===== config.mk =====
export PLATFORM = sky130hd
export DESIGN_NAME = spt_translate
export DESIGN_NICKNAME = d
export VERILOG_FILES = /design/src/design/spt_translate.v
export VERILOG_INCLUDE_DIRS = /design/src /design/src/shared
export SDC_FILE = /design/constraint.sdc
export NUM_CORES = 2
export LEC_CHECK = 0
export BUFFER_PORTS_ARGS = -buffer_cell sky130_fd_sc_hd__buf_2
export CAP_MARGIN = 20
export CORE_MARGIN = 2
export CORE_UTILIZATION = 55
export DETAILED_ROUTE_END_ITERATION = 10
export PLACE_DENSITY_LB_ADDON = 0.05
export SLEW_MARGIN = 20
export SYNTH_ARGS = -nofsm -noshare
export SYNTH_HDL_FRONTEND = slang
export SYNTH_SLANG_ARGS = --single-unit

===== constraint.sdc =====
create_clock -name clk -period 5.98 [get_ports clk]
set_input_delay 0.598 -clock clk [delete_from_list [all_inputs] [get_ports clk]]
set_output_delay 0.598 -clock clk [all_outputs]
set_load 0.02 [all_outputs]

===== src/shared/spt_defs.vh =====
`ifndef SPT_DEFS_VH
`define SPT_DEFS_VH
`define SPT_SEG_COUNT      16
`define SPT_SEG_IO_BIT     0
`define SPT_SEG_SKEY_BIT   1
`define SPT_SEG_UKEY_BIT   2
`define SPT_SEG_VIRTUAL_SEGMENT_ID_LSB   8
`define SPT_SEG_RESET      32'h00000000
`define SPT_SEG_RSVD_MASK  32'hE0FFFFFF
`define SPT_MEM_FORCED_ID  9'h07F
`define SPT_PTE0_VALID     31
`define SPT_PTE0_HASH      6
`define SPT_PTE1_USED      8
`define SPT_PTE1_DIRTY     7
`define SPT_BUF_SETS       16
`define SPT_OUT_NONE       5'h00
`define SPT_OUT_DIRECT     5'h01
`define SPT_OUT_IO         5'h02
`define SPT_OUT_HIT        5'h04
`define SPT_OUT_WALK       5'h08
`define SPT_OUT_EXC        5'h10
`endif


===== src/design/spt_translate.v =====
// Notes on behaviour
// - Address bits 0-3 pick one of sixteen segments.
// - Translation disabled gives direct addressing; a data access to an I/O segment still takes the I/O path.
// - Enabled memory segment without block hit uses paged translation.
// - Data access to I/O segment takes I/O path.
// - Fetch checks enable before segment type.
// - Fetch to I/O segment: forced id else exception.
// - Logical address becomes 52-bit virtual address.
// - Segment id is high part of page number.
// - Segment id plus bits 4-19 form page number.
// - Physical page plus bits 20-31 give address.
// - Segment register field layout as specified.
// - Segment moves allowed only in supervisor mode.
// - Indirect moves index by operand bits 0-3.
// - Entry word 0 field layout as specified.
// - Entry word 1 field layout as specified.
// - Buffer holds page index bits 4-12, bits 13-16 index.
// - Buffer searched first; hit skips table walk unless dirty needs updating.
// - No history update for block or I/O.
// - History updated only with translation enabled.
// - Miss walk sets used and dirty as needed.
// - Hit walks only when dirty needs updating.
// - Hit, used set, dirty clear: write walks.
// - Miss walk loads buffer, and fetch buffer on a fetch.
// - Block hit ignores segment unless I/O.
// Bit numbering below is big-endian: documented bit 0 is bit 31.
`include "spt_defs.vh"
module spt_translate
(
    // Clock and reset.
    input  wire        clk,
    input  wire        reset_n,
    // Access request from the core.
    input  wire        accValid,
    input  wire        accIsFetch,
    input  wire        accIsWrite,
    input  wire [31:0] accAddr,
    input  wire        instrTranslateEnable,
    input  wire        dataTranslateEnable,
    input  wire        blockXlatHit,
    input  wire [31:0] blockXlatAddr,
    // Segment register moves.
    input  wire        segMoveValid,
    input  wire        segMoveWrite,
    input  wire        segMoveIndirect,
    input  wire [3:0]  segMoveImm,
    input  wire [31:0] segMoveIndex,
    input  wire [31:0] segMoveData,
    input  wire        supervisorMode,
    // Table walk result from the walker.
    input  wire        walkDone,
    input  wire        walkFound,
    input  wire [31:0] walkPteWord0,
    input  wire [31:0] walkPteWord1,
    // Translation result.
    output reg  [4:0]  outcome,
    output reg  [31:0] physAddr,
    output reg  [51:0] virtualAddr,
    output reg  [2:0]  cacheModeBits,
    output reg  [1:0]  pageProtectBits,
    output reg         supervisorKey,
    output reg         userKey,
    // Table walk request.
    output reg         walkReq,
    output reg  [39:0] walkVpn,
    output reg         walkSetUsed,
    output reg         walkSetDirty,
    output reg         fetchBufLoad,
    // Segment move answers.
    output reg  [31:0] segReadData,
    output reg         segMoveDone,
    output reg         segMovePrivErr
);
    localparam ST_IDLE = 2'b01;
    localparam ST_WALK = 2'b10;

    reg [31:0] segReg [0:15];
    reg [1:0]  state;
    reg [3:0]  pendSet;
    reg        pendWrite;
    reg        pendFetch;
    reg [11:0] pendOffset;
    reg        bufValid [0:15];
    reg [23:0] bufVsid   [0:15];
    reg [8:0]  bufPi     [0:15];
    reg [19:0] bufPpn    [0:15];
    reg        bufDirty  [0:15];
    reg [2:0]  bufWim    [0:15];
    reg [1:0]  bufPp     [0:15];
    integer    i;

    wire [3:0]  segSel = accAddr[31:28];
    wire [31:0] seg = segReg[segSel];
    wire        segIo = seg[31 - `SPT_SEG_IO_BIT];
    wire [23:0] segVsid = seg[23:0];
    wire [39:0] virtual_page_number = {segVsid, accAddr[27:12]};
    wire [3:0]  setIdx = accAddr[18:15];
    wire        xlatOn = accIsFetch ? instrTranslateEnable
                                    : dataTranslateEnable;
    wire        bufHit = bufValid[setIdx] && bufVsid[setIdx] == segVsid
                      && bufPi[setIdx] == accAddr[27:19];
    wire        needDirty = accIsWrite && !bufDirty[setIdx];
    wire [3:0]  mvIdx = segMoveIndirect ? segMoveIndex[31:28]
                                        : segMoveImm;
    wire [8:0]  busUnit = seg[28:20];

    always @(posedge clk or negedge reset_n)
    begin
        if (!reset_n)
        begin
            state <= ST_IDLE;
            outcome <= `SPT_OUT_NONE;
            physAddr <= 32'h00000000;
            virtualAddr <= 52'h0000000000000;
            cacheModeBits <= 3'h0;
            pageProtectBits <= 2'h0;
            supervisorKey <= 1'b0;
            userKey <= 1'b0;
            walkReq <= 1'b0;
            walkVpn <= 40'h0000000000;
            walkSetUsed <= 1'b0;
            walkSetDirty <= 1'b0;
            fetchBufLoad <= 1'b0;
            segReadData <= 32'h00000000;
            segMoveDone <= 1'b0;
            segMovePrivErr <= 1'b0;
            pendSet <= 4'h0;
            pendWrite <= 1'b0;
            pendFetch <= 1'b0;
            pendOffset <= 12'h000;
            for (i = 0; i < `SPT_SEG_COUNT; i = i + 1)
            begin
                segReg[i] <= `SPT_SEG_RESET;
                bufValid[i] <= 1'b0;
                bufVsid[i] <= 24'h000000;
                bufPi[i] <= 9'h000;
                bufPpn[i] <= 20'h00000;
                bufDirty[i] <= 1'b0;
                bufWim[i] <= 3'h0;
                bufPp[i] <= 2'h0;
            end
        end
        else
        begin
            outcome <= `SPT_OUT_NONE;
            walkReq <= 1'b0;
            fetchBufLoad <= 1'b0;
            segMoveDone <= 1'b0;
            segMovePrivErr <= 1'b0;
            if (segMoveValid)
            begin
                segMoveDone <= 1'b1;
                if (!supervisorMode)
                    segMovePrivErr <= 1'b1;
                else if (segMoveWrite)
                    // The I/O format uses bits 3-11 for its unit id.
                    segReg[mvIdx] <= segMoveData[31 - `SPT_SEG_IO_BIT] ?
                        segMoveData :
                        segMoveData & `SPT_SEG_RSVD_MASK;
                else
                    segReadData <= segReg[mvIdx];
            end
            case (state)
                ST_IDLE:
                begin
                    if (accValid)
                    begin
                        supervisorKey <= seg[31 - `SPT_SEG_SKEY_BIT];
                        userKey <= seg[31 - `SPT_SEG_UKEY_BIT];
                        virtualAddr <= {virtual_page_number, accAddr[11:0]};
                        if (accIsFetch && !instrTranslateEnable)
                        begin
                            outcome <= `SPT_OUT_DIRECT;
                            physAddr <= accAddr;
                        end
                        else if (segIo && accIsFetch)
                        begin
                            // Memory-forced fetches go out on the I/O path.
                            if (busUnit == `SPT_MEM_FORCED_ID)
                                outcome <= `SPT_OUT_IO;
                            else
                                outcome <= `SPT_OUT_EXC;
                            physAddr <= accAddr;
                        end
                        else if (segIo)
                        begin
                            outcome <= `SPT_OUT_IO;
                            physAddr <= accAddr;
                        end
                        else if (!xlatOn)
                        begin
                            outcome <= `SPT_OUT_DIRECT;
                            physAddr <= accAddr;
                        end
                        else if (blockXlatHit)
                        begin
                            outcome <= `SPT_OUT_DIRECT;
                            physAddr <= blockXlatAddr;
                        end
                        else if (bufHit)
                        begin
                            outcome <= `SPT_OUT_HIT;
                            physAddr <= {bufPpn[setIdx],
                                         accAddr[11:0]};
                            cacheModeBits <= bufWim[setIdx];
                            pageProtectBits <= bufPp[setIdx];
                            if (needDirty)
                            begin
                                // Only the dirty flag needs the walk.
                                walkReq <= 1'b1;
                                walkVpn <= virtual_page_number;
                                walkSetUsed <= 1'b0;
                                walkSetDirty <= 1'b1;
                                bufDirty[setIdx] <= 1'b1;
                            end
                        end
                        else
                        begin
                            outcome <= `SPT_OUT_WALK;
                            walkReq <= 1'b1;
                            walkVpn <= virtual_page_number;
                            walkSetUsed <= 1'b1;
                            walkSetDirty <= accIsWrite;
                            pendSet <= setIdx;
                            pendWrite <= accIsWrite;
                            pendFetch <= accIsFetch;
                            pendOffset <= accAddr[11:0];
                            bufVsid[setIdx] <= segVsid;
                            bufPi[setIdx] <= accAddr[27:19];
                            state <= ST_WALK;
                        end
                    end
                end
                ST_WALK:
                begin
                    // Further accesses are ignored until the walk finishes.
                    if (walkDone)
                    begin
                        state <= ST_IDLE;
                        if (walkFound && walkPteWord0[`SPT_PTE0_VALID])
                        begin
                            bufValid[pendSet] <= 1'b1;
                            bufPpn[pendSet] <= walkPteWord1[31:12];
                            bufDirty[pendSet] <=
                                walkPteWord1[`SPT_PTE1_DIRTY] | pendWrite;
                            bufWim[pendSet] <= walkPteWord1[6:4];
                            bufPp[pendSet] <= walkPteWord1[1:0];
                            cacheModeBits <= walkPteWord1[6:4];
                            pageProtectBits <= walkPteWord1[1:0];
                            physAddr <= {walkPteWord1[31:12],
                                         pendOffset};
                            fetchBufLoad <= pendFetch;
                            outcome <= `SPT_OUT_HIT;
                        end
                        else
                        begin
                            bufValid[pendSet] <= 1'b0;
                            outcome <= `SPT_OUT_EXC;
                        end
                    end
                end
                default:
                    state <= ST_IDLE;
            endcase
        end
    end
endmodule


# --- After elaboration in Yosys (flattened, before gate mapping) ---
# Index checks and enable logic that the tools add are counted.
word_totals:
  reg_bits: 1666
  input_bits: 210
  output_inout_bits: 174
  word_cells: 347
op_classes:
  n_lt_le_gt_ge: 7
  eq_ne: 18
  mux: 136
  bitwise: 15
  reduce_logical: 23
op_table:
  columns: ["op", "count"]
  rows:
  - ["$bwmux 512", 1]
  - ["$mux 32", 15]
  - ["$bwmux 384", 1]
  - ["$bwmux 320", 1]
  - ["$bmux 32 s4", 2]
  - ["$mux 16", 11]
  - ["$bwmux 144", 1]
  - ["$demux 32 s4", 1]
  - ["$bmux 24 s4", 1]
  - ["$demux 24 s4", 1]
  - ["$bmux 20 s4", 1]
  - ["$demux 20 s4", 1]
  - ["$mux 40", 2]
  - ["$mux 24", 3]
  - ["$pmux 32 s2", 1]
  - ["$mux 20", 3]
  - ["$bwmux 48", 1]
  - ["$mux 2", 20]
  - ["$bmux 9 s4", 1]
  - ["$demux 9 s4", 1]
  - ["$mux 3", 12]
  - ["$bwmux 32", 1]
  - ["$or 16x16->16", 2]
  - ["$pmux 16 s2", 1]
  - ["38 further kinds", 114]

# --- Longest topological paths before layout ---
logic_depth:
  depth_word: 15
  depth_mapped: 16
  depth_no_buf: 9

# --- Worst setup path after synthesis ---
# Ideal clock, no wire load.
synth_path:
  path_kind: "input -> register"
  from: "input port accAddr[28]"
  to: "register bufPi[100] (netlist bit)"
  setup_ps: 125
  t_arrival_ps: 3686
  required_ps: 5855
  setup_slack_ps: 2169
  path_stages: 16
  n_path_buf: 7
  cell_sequence: "buf_6 -> buf_8 -> buf_6 -> buf_6 -> mux4_2 -> a22oi_1 -> nand2_1 -> xor2_1 -> nor3_2 -> and2_1 -> nand4_1 -> buf_6 -> buf_12 -> nand4_4 -> buf_12 -> mux2_4"
synth_between:
  elab_chain_len: 9
  elab_cells_between_ends: 12
  classes_between: "1 x eq/ne; 3 x mux; 4 x bitwise; 4 x reduce/logical"
synth_rtl:
  columns: ["item", "line", "rtl"]
  rows:
  - ["from (decl)", "spt_translate.v:37", "input wire [31:0] accAddr,"]
  - ["$not 4->5 (not written as such) *", "spt_translate.v:93", "wire [31:0] seg = segReg[segSel];"]
  - ["$bmux 32 s4 *", "spt_translate.v:93", null]
  - ["$mux 32 (not written as such) * (2 in a row)", "spt_translate.v:93", null]
  - ["$eq 24x24->1", "spt_translate.v:100", "wire bufHit = bufValid[setIdx] && bufVsid[setIdx] == segVsid"]
  - ["$logic_and 1x1->1", "spt_translate.v:100", null]
  - ["$logic_and 1x1->1", "spt_translate.v:101", "&& bufPi[setIdx] == accAddr[27:19];"]
  - ["$not 1->1 (no line)", null, null]
  - ["$reduce_and 8->1 (no line) *", null, null]
  - ["to (signal, indexed assignment)", "spt_translate.v:229", "bufPi[setIdx] <= accAddr[27:19];"]
  - ["to (decl)", "spt_translate.v:85", "reg [8:0] bufPi [0:15];"]
# Every way passes the cells marked *; elsewhere a longest branch is shown, timed or not. The select of a mux whose other input is x is not followed.
# A chain may end at the register's enable or synchronous reset.

# --- Final worst setup path ---
layout_path:
  from: "input port accAddr[16]"
  to: "register bufVsid[274] (netlist bit)"
layout_between:
  elab_chain_len: 9
  elab_cells_between_ends: 22
  classes_between: "2 x order compare; 2 x eq/ne; 12 x mux; 2 x bitwise; 4 x reduce/logical"
layout_rtl:
  columns: ["item", "line", "rtl"]
  rows:
  - ["$not 4->5 (not written as such) *", "spt_translate.v:100, spt_translate.v:101, spt_translate.v:228", null]
  - ["$bmux 24 s4", "spt_translate.v:100", null]
  - ["$mux 24 (not written as such) (2 in a row)", "spt_translate.v:100", null]
  - ["$eq 24x24->1", "spt_translate.v:100", null]
  - ["$logic_and 1x1->1", "spt_translate.v:100", null]
  - ["$logic_and 1x1->1", "spt_translate.v:101", null]
  - ["$not 1->1 (no line)", null, null]
  - ["$reduce_and 8->1 (no line)", null, null]
  - ["to (signal, indexed assignment)", "spt_translate.v:228", "bufVsid[setIdx] <= segVsid;"]
  - ["to (decl)", "spt_translate.v:84", "reg [23:0] bufVsid [0:15];"]
# Marked as above.

==> impl_results.md <==
- Vias in the first global route: 52,620
- Slew margin rel.: about 22%
- Slew @ Worst Pin: approximately 1200 ps
- Setup Skew: about 27 ps
- Clk_lat worst skew: 800 ps
- CTS tree: yes
- Worst hold path startpoint: accAddr[13]
- Largest family of logic cells by synthesized area: multiplexers
- Largest net degree at the start of global routing: 180
- Post-route ant nets: 0
- Final period utilization: 74.68%
- Share of layout cells above drive strength 1: ~44%
- PostCTS Resize Cnt: 0
- Synthesized Nets: between 6,000 and 7,000
- Final slew viol count: 0
- Post-synthesis xor/xnor area fraction: less than 1%
- Core box area: between 0.1 and 0.15 sq mm
- Post-synthesis async set-or-reset flop share: 100.0%
- P_leak: ~43 nW
- Yosys warnings: 0
- CP Launch Point: accAddr[16]
- WP data arrival: 5140 ps
- Total Die Area: ~0.15 sq mm
- Setup TNS: 0 ps
- Pwr dens: between 300 and 400 mW/mm^2
- Boundary pin count: roughly 380
- DRC: 0
- RePlAce Congestion: 0.8297
- Fin crit period: 4466 ps
- Status: finished clean
- Max-Cap Viols: 0
- Total grt overflow: 0
- Die width: around 390 um
- HP Class: input port to register
- Count of cell types in the netlist: a little over 70
- Required @ worst endpoint: roughly 6700 ps
- H-tree levels: 4
- Clock transition at the registers of the reported paths: 60 ps
- Die H: 387.7 um
- Inst Count DP: about 7,800
- Root Buffer: clkbuf_16
- Worst Setup Start Kind: input port
- Synth Area in Compound Gates: ~4.8%
- Core Rows: 140
- Final Hold Violating Endpoints: 0
- Simple-Gate Fraction of Synth Area: ~6.3%
- Post-Layout Cell Count: around 8,100
- Via density: approximately 6.3
- Initial core utilization: 55.50%
- Adder-cell share of the synthesized area: less than 1%
- Initial DRC count: 4,148
- Worst r2r src: bufPi[115]
- Area grow syn2layout: 11.64%
- Post-synth EDFFs: 0
- Maximum clock path buffer count: 3
- Post-synth top flop: dfrtp_1
- Post-CTS Hold Buffers: 3
- Clock Sinks: between 1,500 and 2,000
- Sequential share of the synthesized area: between 50 and 60%
- Cell area after synthesis: a little over 0.08 sq mm
- I/O Buffers: 318
- Total CTS buffers: approximately 180
- Synth Instances: approximately 5,900
- Syn avg cell area: roughly 14 sq um
- Final setup vio count: 0
- Flop and latch count out of synthesis: approximately 1,700
- DRT Wirelength: between 200 and 250 mm
- RSZ-0062 raised after global routing: no
- Drt pass-1 iters: 5
- Mux contribution to synthesized area: between 30 and 40%
- Worst Setup Path Type: input port to register
- Nets: approximately 6,300
- CP Capture Type: register
- Via count: slightly above 50,000
- Max Clock Freq: about 0.22 GHz
- WL/cell: approximately 28 um
- Largest fanout on the critical path: between 70 and 80
- First-pass GRT wire length: around 350 mm
- Fin worst setup slack: 1514 ps
- Post-CTS Setup Bufs: 0
- Maximum VDD drop: between 300 and 400 uV
- Global Route Usage Sum: about 30%
- Detailed Place HPWL: 137.2 mm
- Initial antenna violation count: 27
- Setup WS pre-CTS: 748.9 ps
-- cell usage in the layout (no fill, tap or decap), types with 10 or more instances in the layout --
cell	instances
a211oi_1	32
a21o_1	36
a21oi_1	63
a221oi_1	11
a22o_1	27
a22oi_1	72
a311oi_1	97
a31oi_1	33
and3_1	69
buf_12	37
buf_2	311
buf_4	161
bufinv_16	11
clkbuf_1	49
clkbuf_16	186
clkbuf_8	31
clkinv_2	43
dfrtp_1	1665
inv_1	10
mux2_1	36
mux2_2	1229
mux2_4	251
mux2i_1	48
mux4_2	374
nand2_1	752
nand2_2	13
nand3_1	151
nand3_2	15
nand4_4	16
nand4b_1	16
nor2_1	15
nor2b_1	16
o21ai_0	160
o22ai_1	17
xnor2_1	10
xor2_1	18
-- sequential cells by signal, summed over array words and instances, names as in the netlist, 16 cells and up, named ones only --
signal	count
bufDirty	16
physAddr	32
segReg	512
bufPi	144
bufVsid	384
bufPpn	320
bufPp	32
bufWim	48
walkVpn	40
segReadData	32
virtualAddr	52
-- through the flow --
stage	hold WS (ps)	total power (W)	instance area (sq um)	util, %
2_1_floorplan	302.4	0.01862	80980	-
3_3_place_gp	456.4	0.02076	84440	57.87
3_5_place_dp	464.7	0.02096	84440	57.87
4_1_cts	8.826	0.03219	90390	61.94
5_1_grt	31.35	0.03338	90390	61.95
6_report	56.40	0.03200	90410	61.96
-- worst max-delay path: stages --
cell and delay (ps):
buf_8 560, buf_4 580, buf_4 340, mux4_2 320, a22oi_1 190, nand2_1 100, xor2_1 190, nor4_2 400
buf_4 210, and2_1 140, nand4_1 140, buf_12 240, nand4_4 400, buf_4 350, mux2_4 320
-- synthesized netlist by cell type, types with 9 or more instances --
master / count / share of area (%)
a211oi_1: 32 / 0.30
a21o_1: 36 / 0.33
a21oi_1: 63 / 0.39
a221oi_1: 11 / 0.12
a22o_1: 27 / 0.29
a22oi_1: 72 / 0.67
a311oi_1: 97 / 1.0
a31oi_1: 33 / 0.25
and3_1: 69 / 0.53
buf_1: 27 / 0.13
buf_12: 25 / 0.62
buf_2: 57 / 0.35
buf_4: 54 / 0.50
buf_6: 21 / 0.29
clkbuf_1: 335 / 1.6
dfrtp_1: 1665 / 51
inv_1: 10 / 0.046
mux2_1: 36 / 0.50
mux2_2: 1231 / 17
mux2_4: 250 / 4.6
mux2i_1: 52 / 0.64
mux4_2: 374 / 10
nand2_1: 765 / 3.5
nand3_1: 164 / 1.0
nand4_2: 9 / 0.14
nand4b_1: 16 / 0.17
nor2_1: 23 / 0.11
nor2b_1: 20 / 0.15
o21ai_0: 160 / 0.99
o22ai_1: 17 / 0.13
xnor2_1: 10 / 0.11
xor2_1: 18 / 0.19
-- area by class of cell --
type / count / area (sq um)
Clock inverter: 63 / 664.4
Sequential cell: 1666 / 41690
Antenna cell: 6 / 15.01
Timing Repair Buffer: 515 / 3580
Inverter: 11 / 41.29
Fill cell: 11330 / 55510
Tap cell: 1917 / 2399
Clock buffer: 265 / 5251
Multi-Input combinational cell: 3673 / 36770
-- cell families after synthesis --
| family | Yosys count |
|---|---|
| adders and majority gates | 2 |
| muxes | 1949 |
| AOI/OAI and AO/OA | 568 |
| DFF | 1666 |
| xor gates and xnor gates | 28 |
| and+or+nand+nor | 1126 |
| buffers and inverters | 535 |
-- metal layers --
metal	track usage, %	up-vias	routed length (um)
met1	44.45	27530	100400
met5	0	-	116
met2	47.54	1537	106100
met3	5.778	342	15170
li1	-	22000	-
met4	7.322	18	5129
-- power by group --
part | total [W] | internal [W] | switching, W
combinational | 0.00671 | 0.00310 | 0.00361
clock | 0.0112 | 0.00655 | 0.00464
sequential | 0.0141 | 0.0130 | 0.00106
total | 0.0320 | 0.0227 | 0.00931
-- final timing paths --
kind                                   endpoint  slack (ps)  cells after the start
worst max register to register     bufVsid[274]        1550                     11
worst min register to register  segReadData[26]         480                      1
max in group asynchronous            bufPpn[73]        3810                      3
min in group asynchronous           bufVsid[77]         440                      2
worst min-delay path                 walkVpn[1]          60                      2
worst max-delay path               bufVsid[274]        1510                     15
Power figures use the tool's default switching activity.
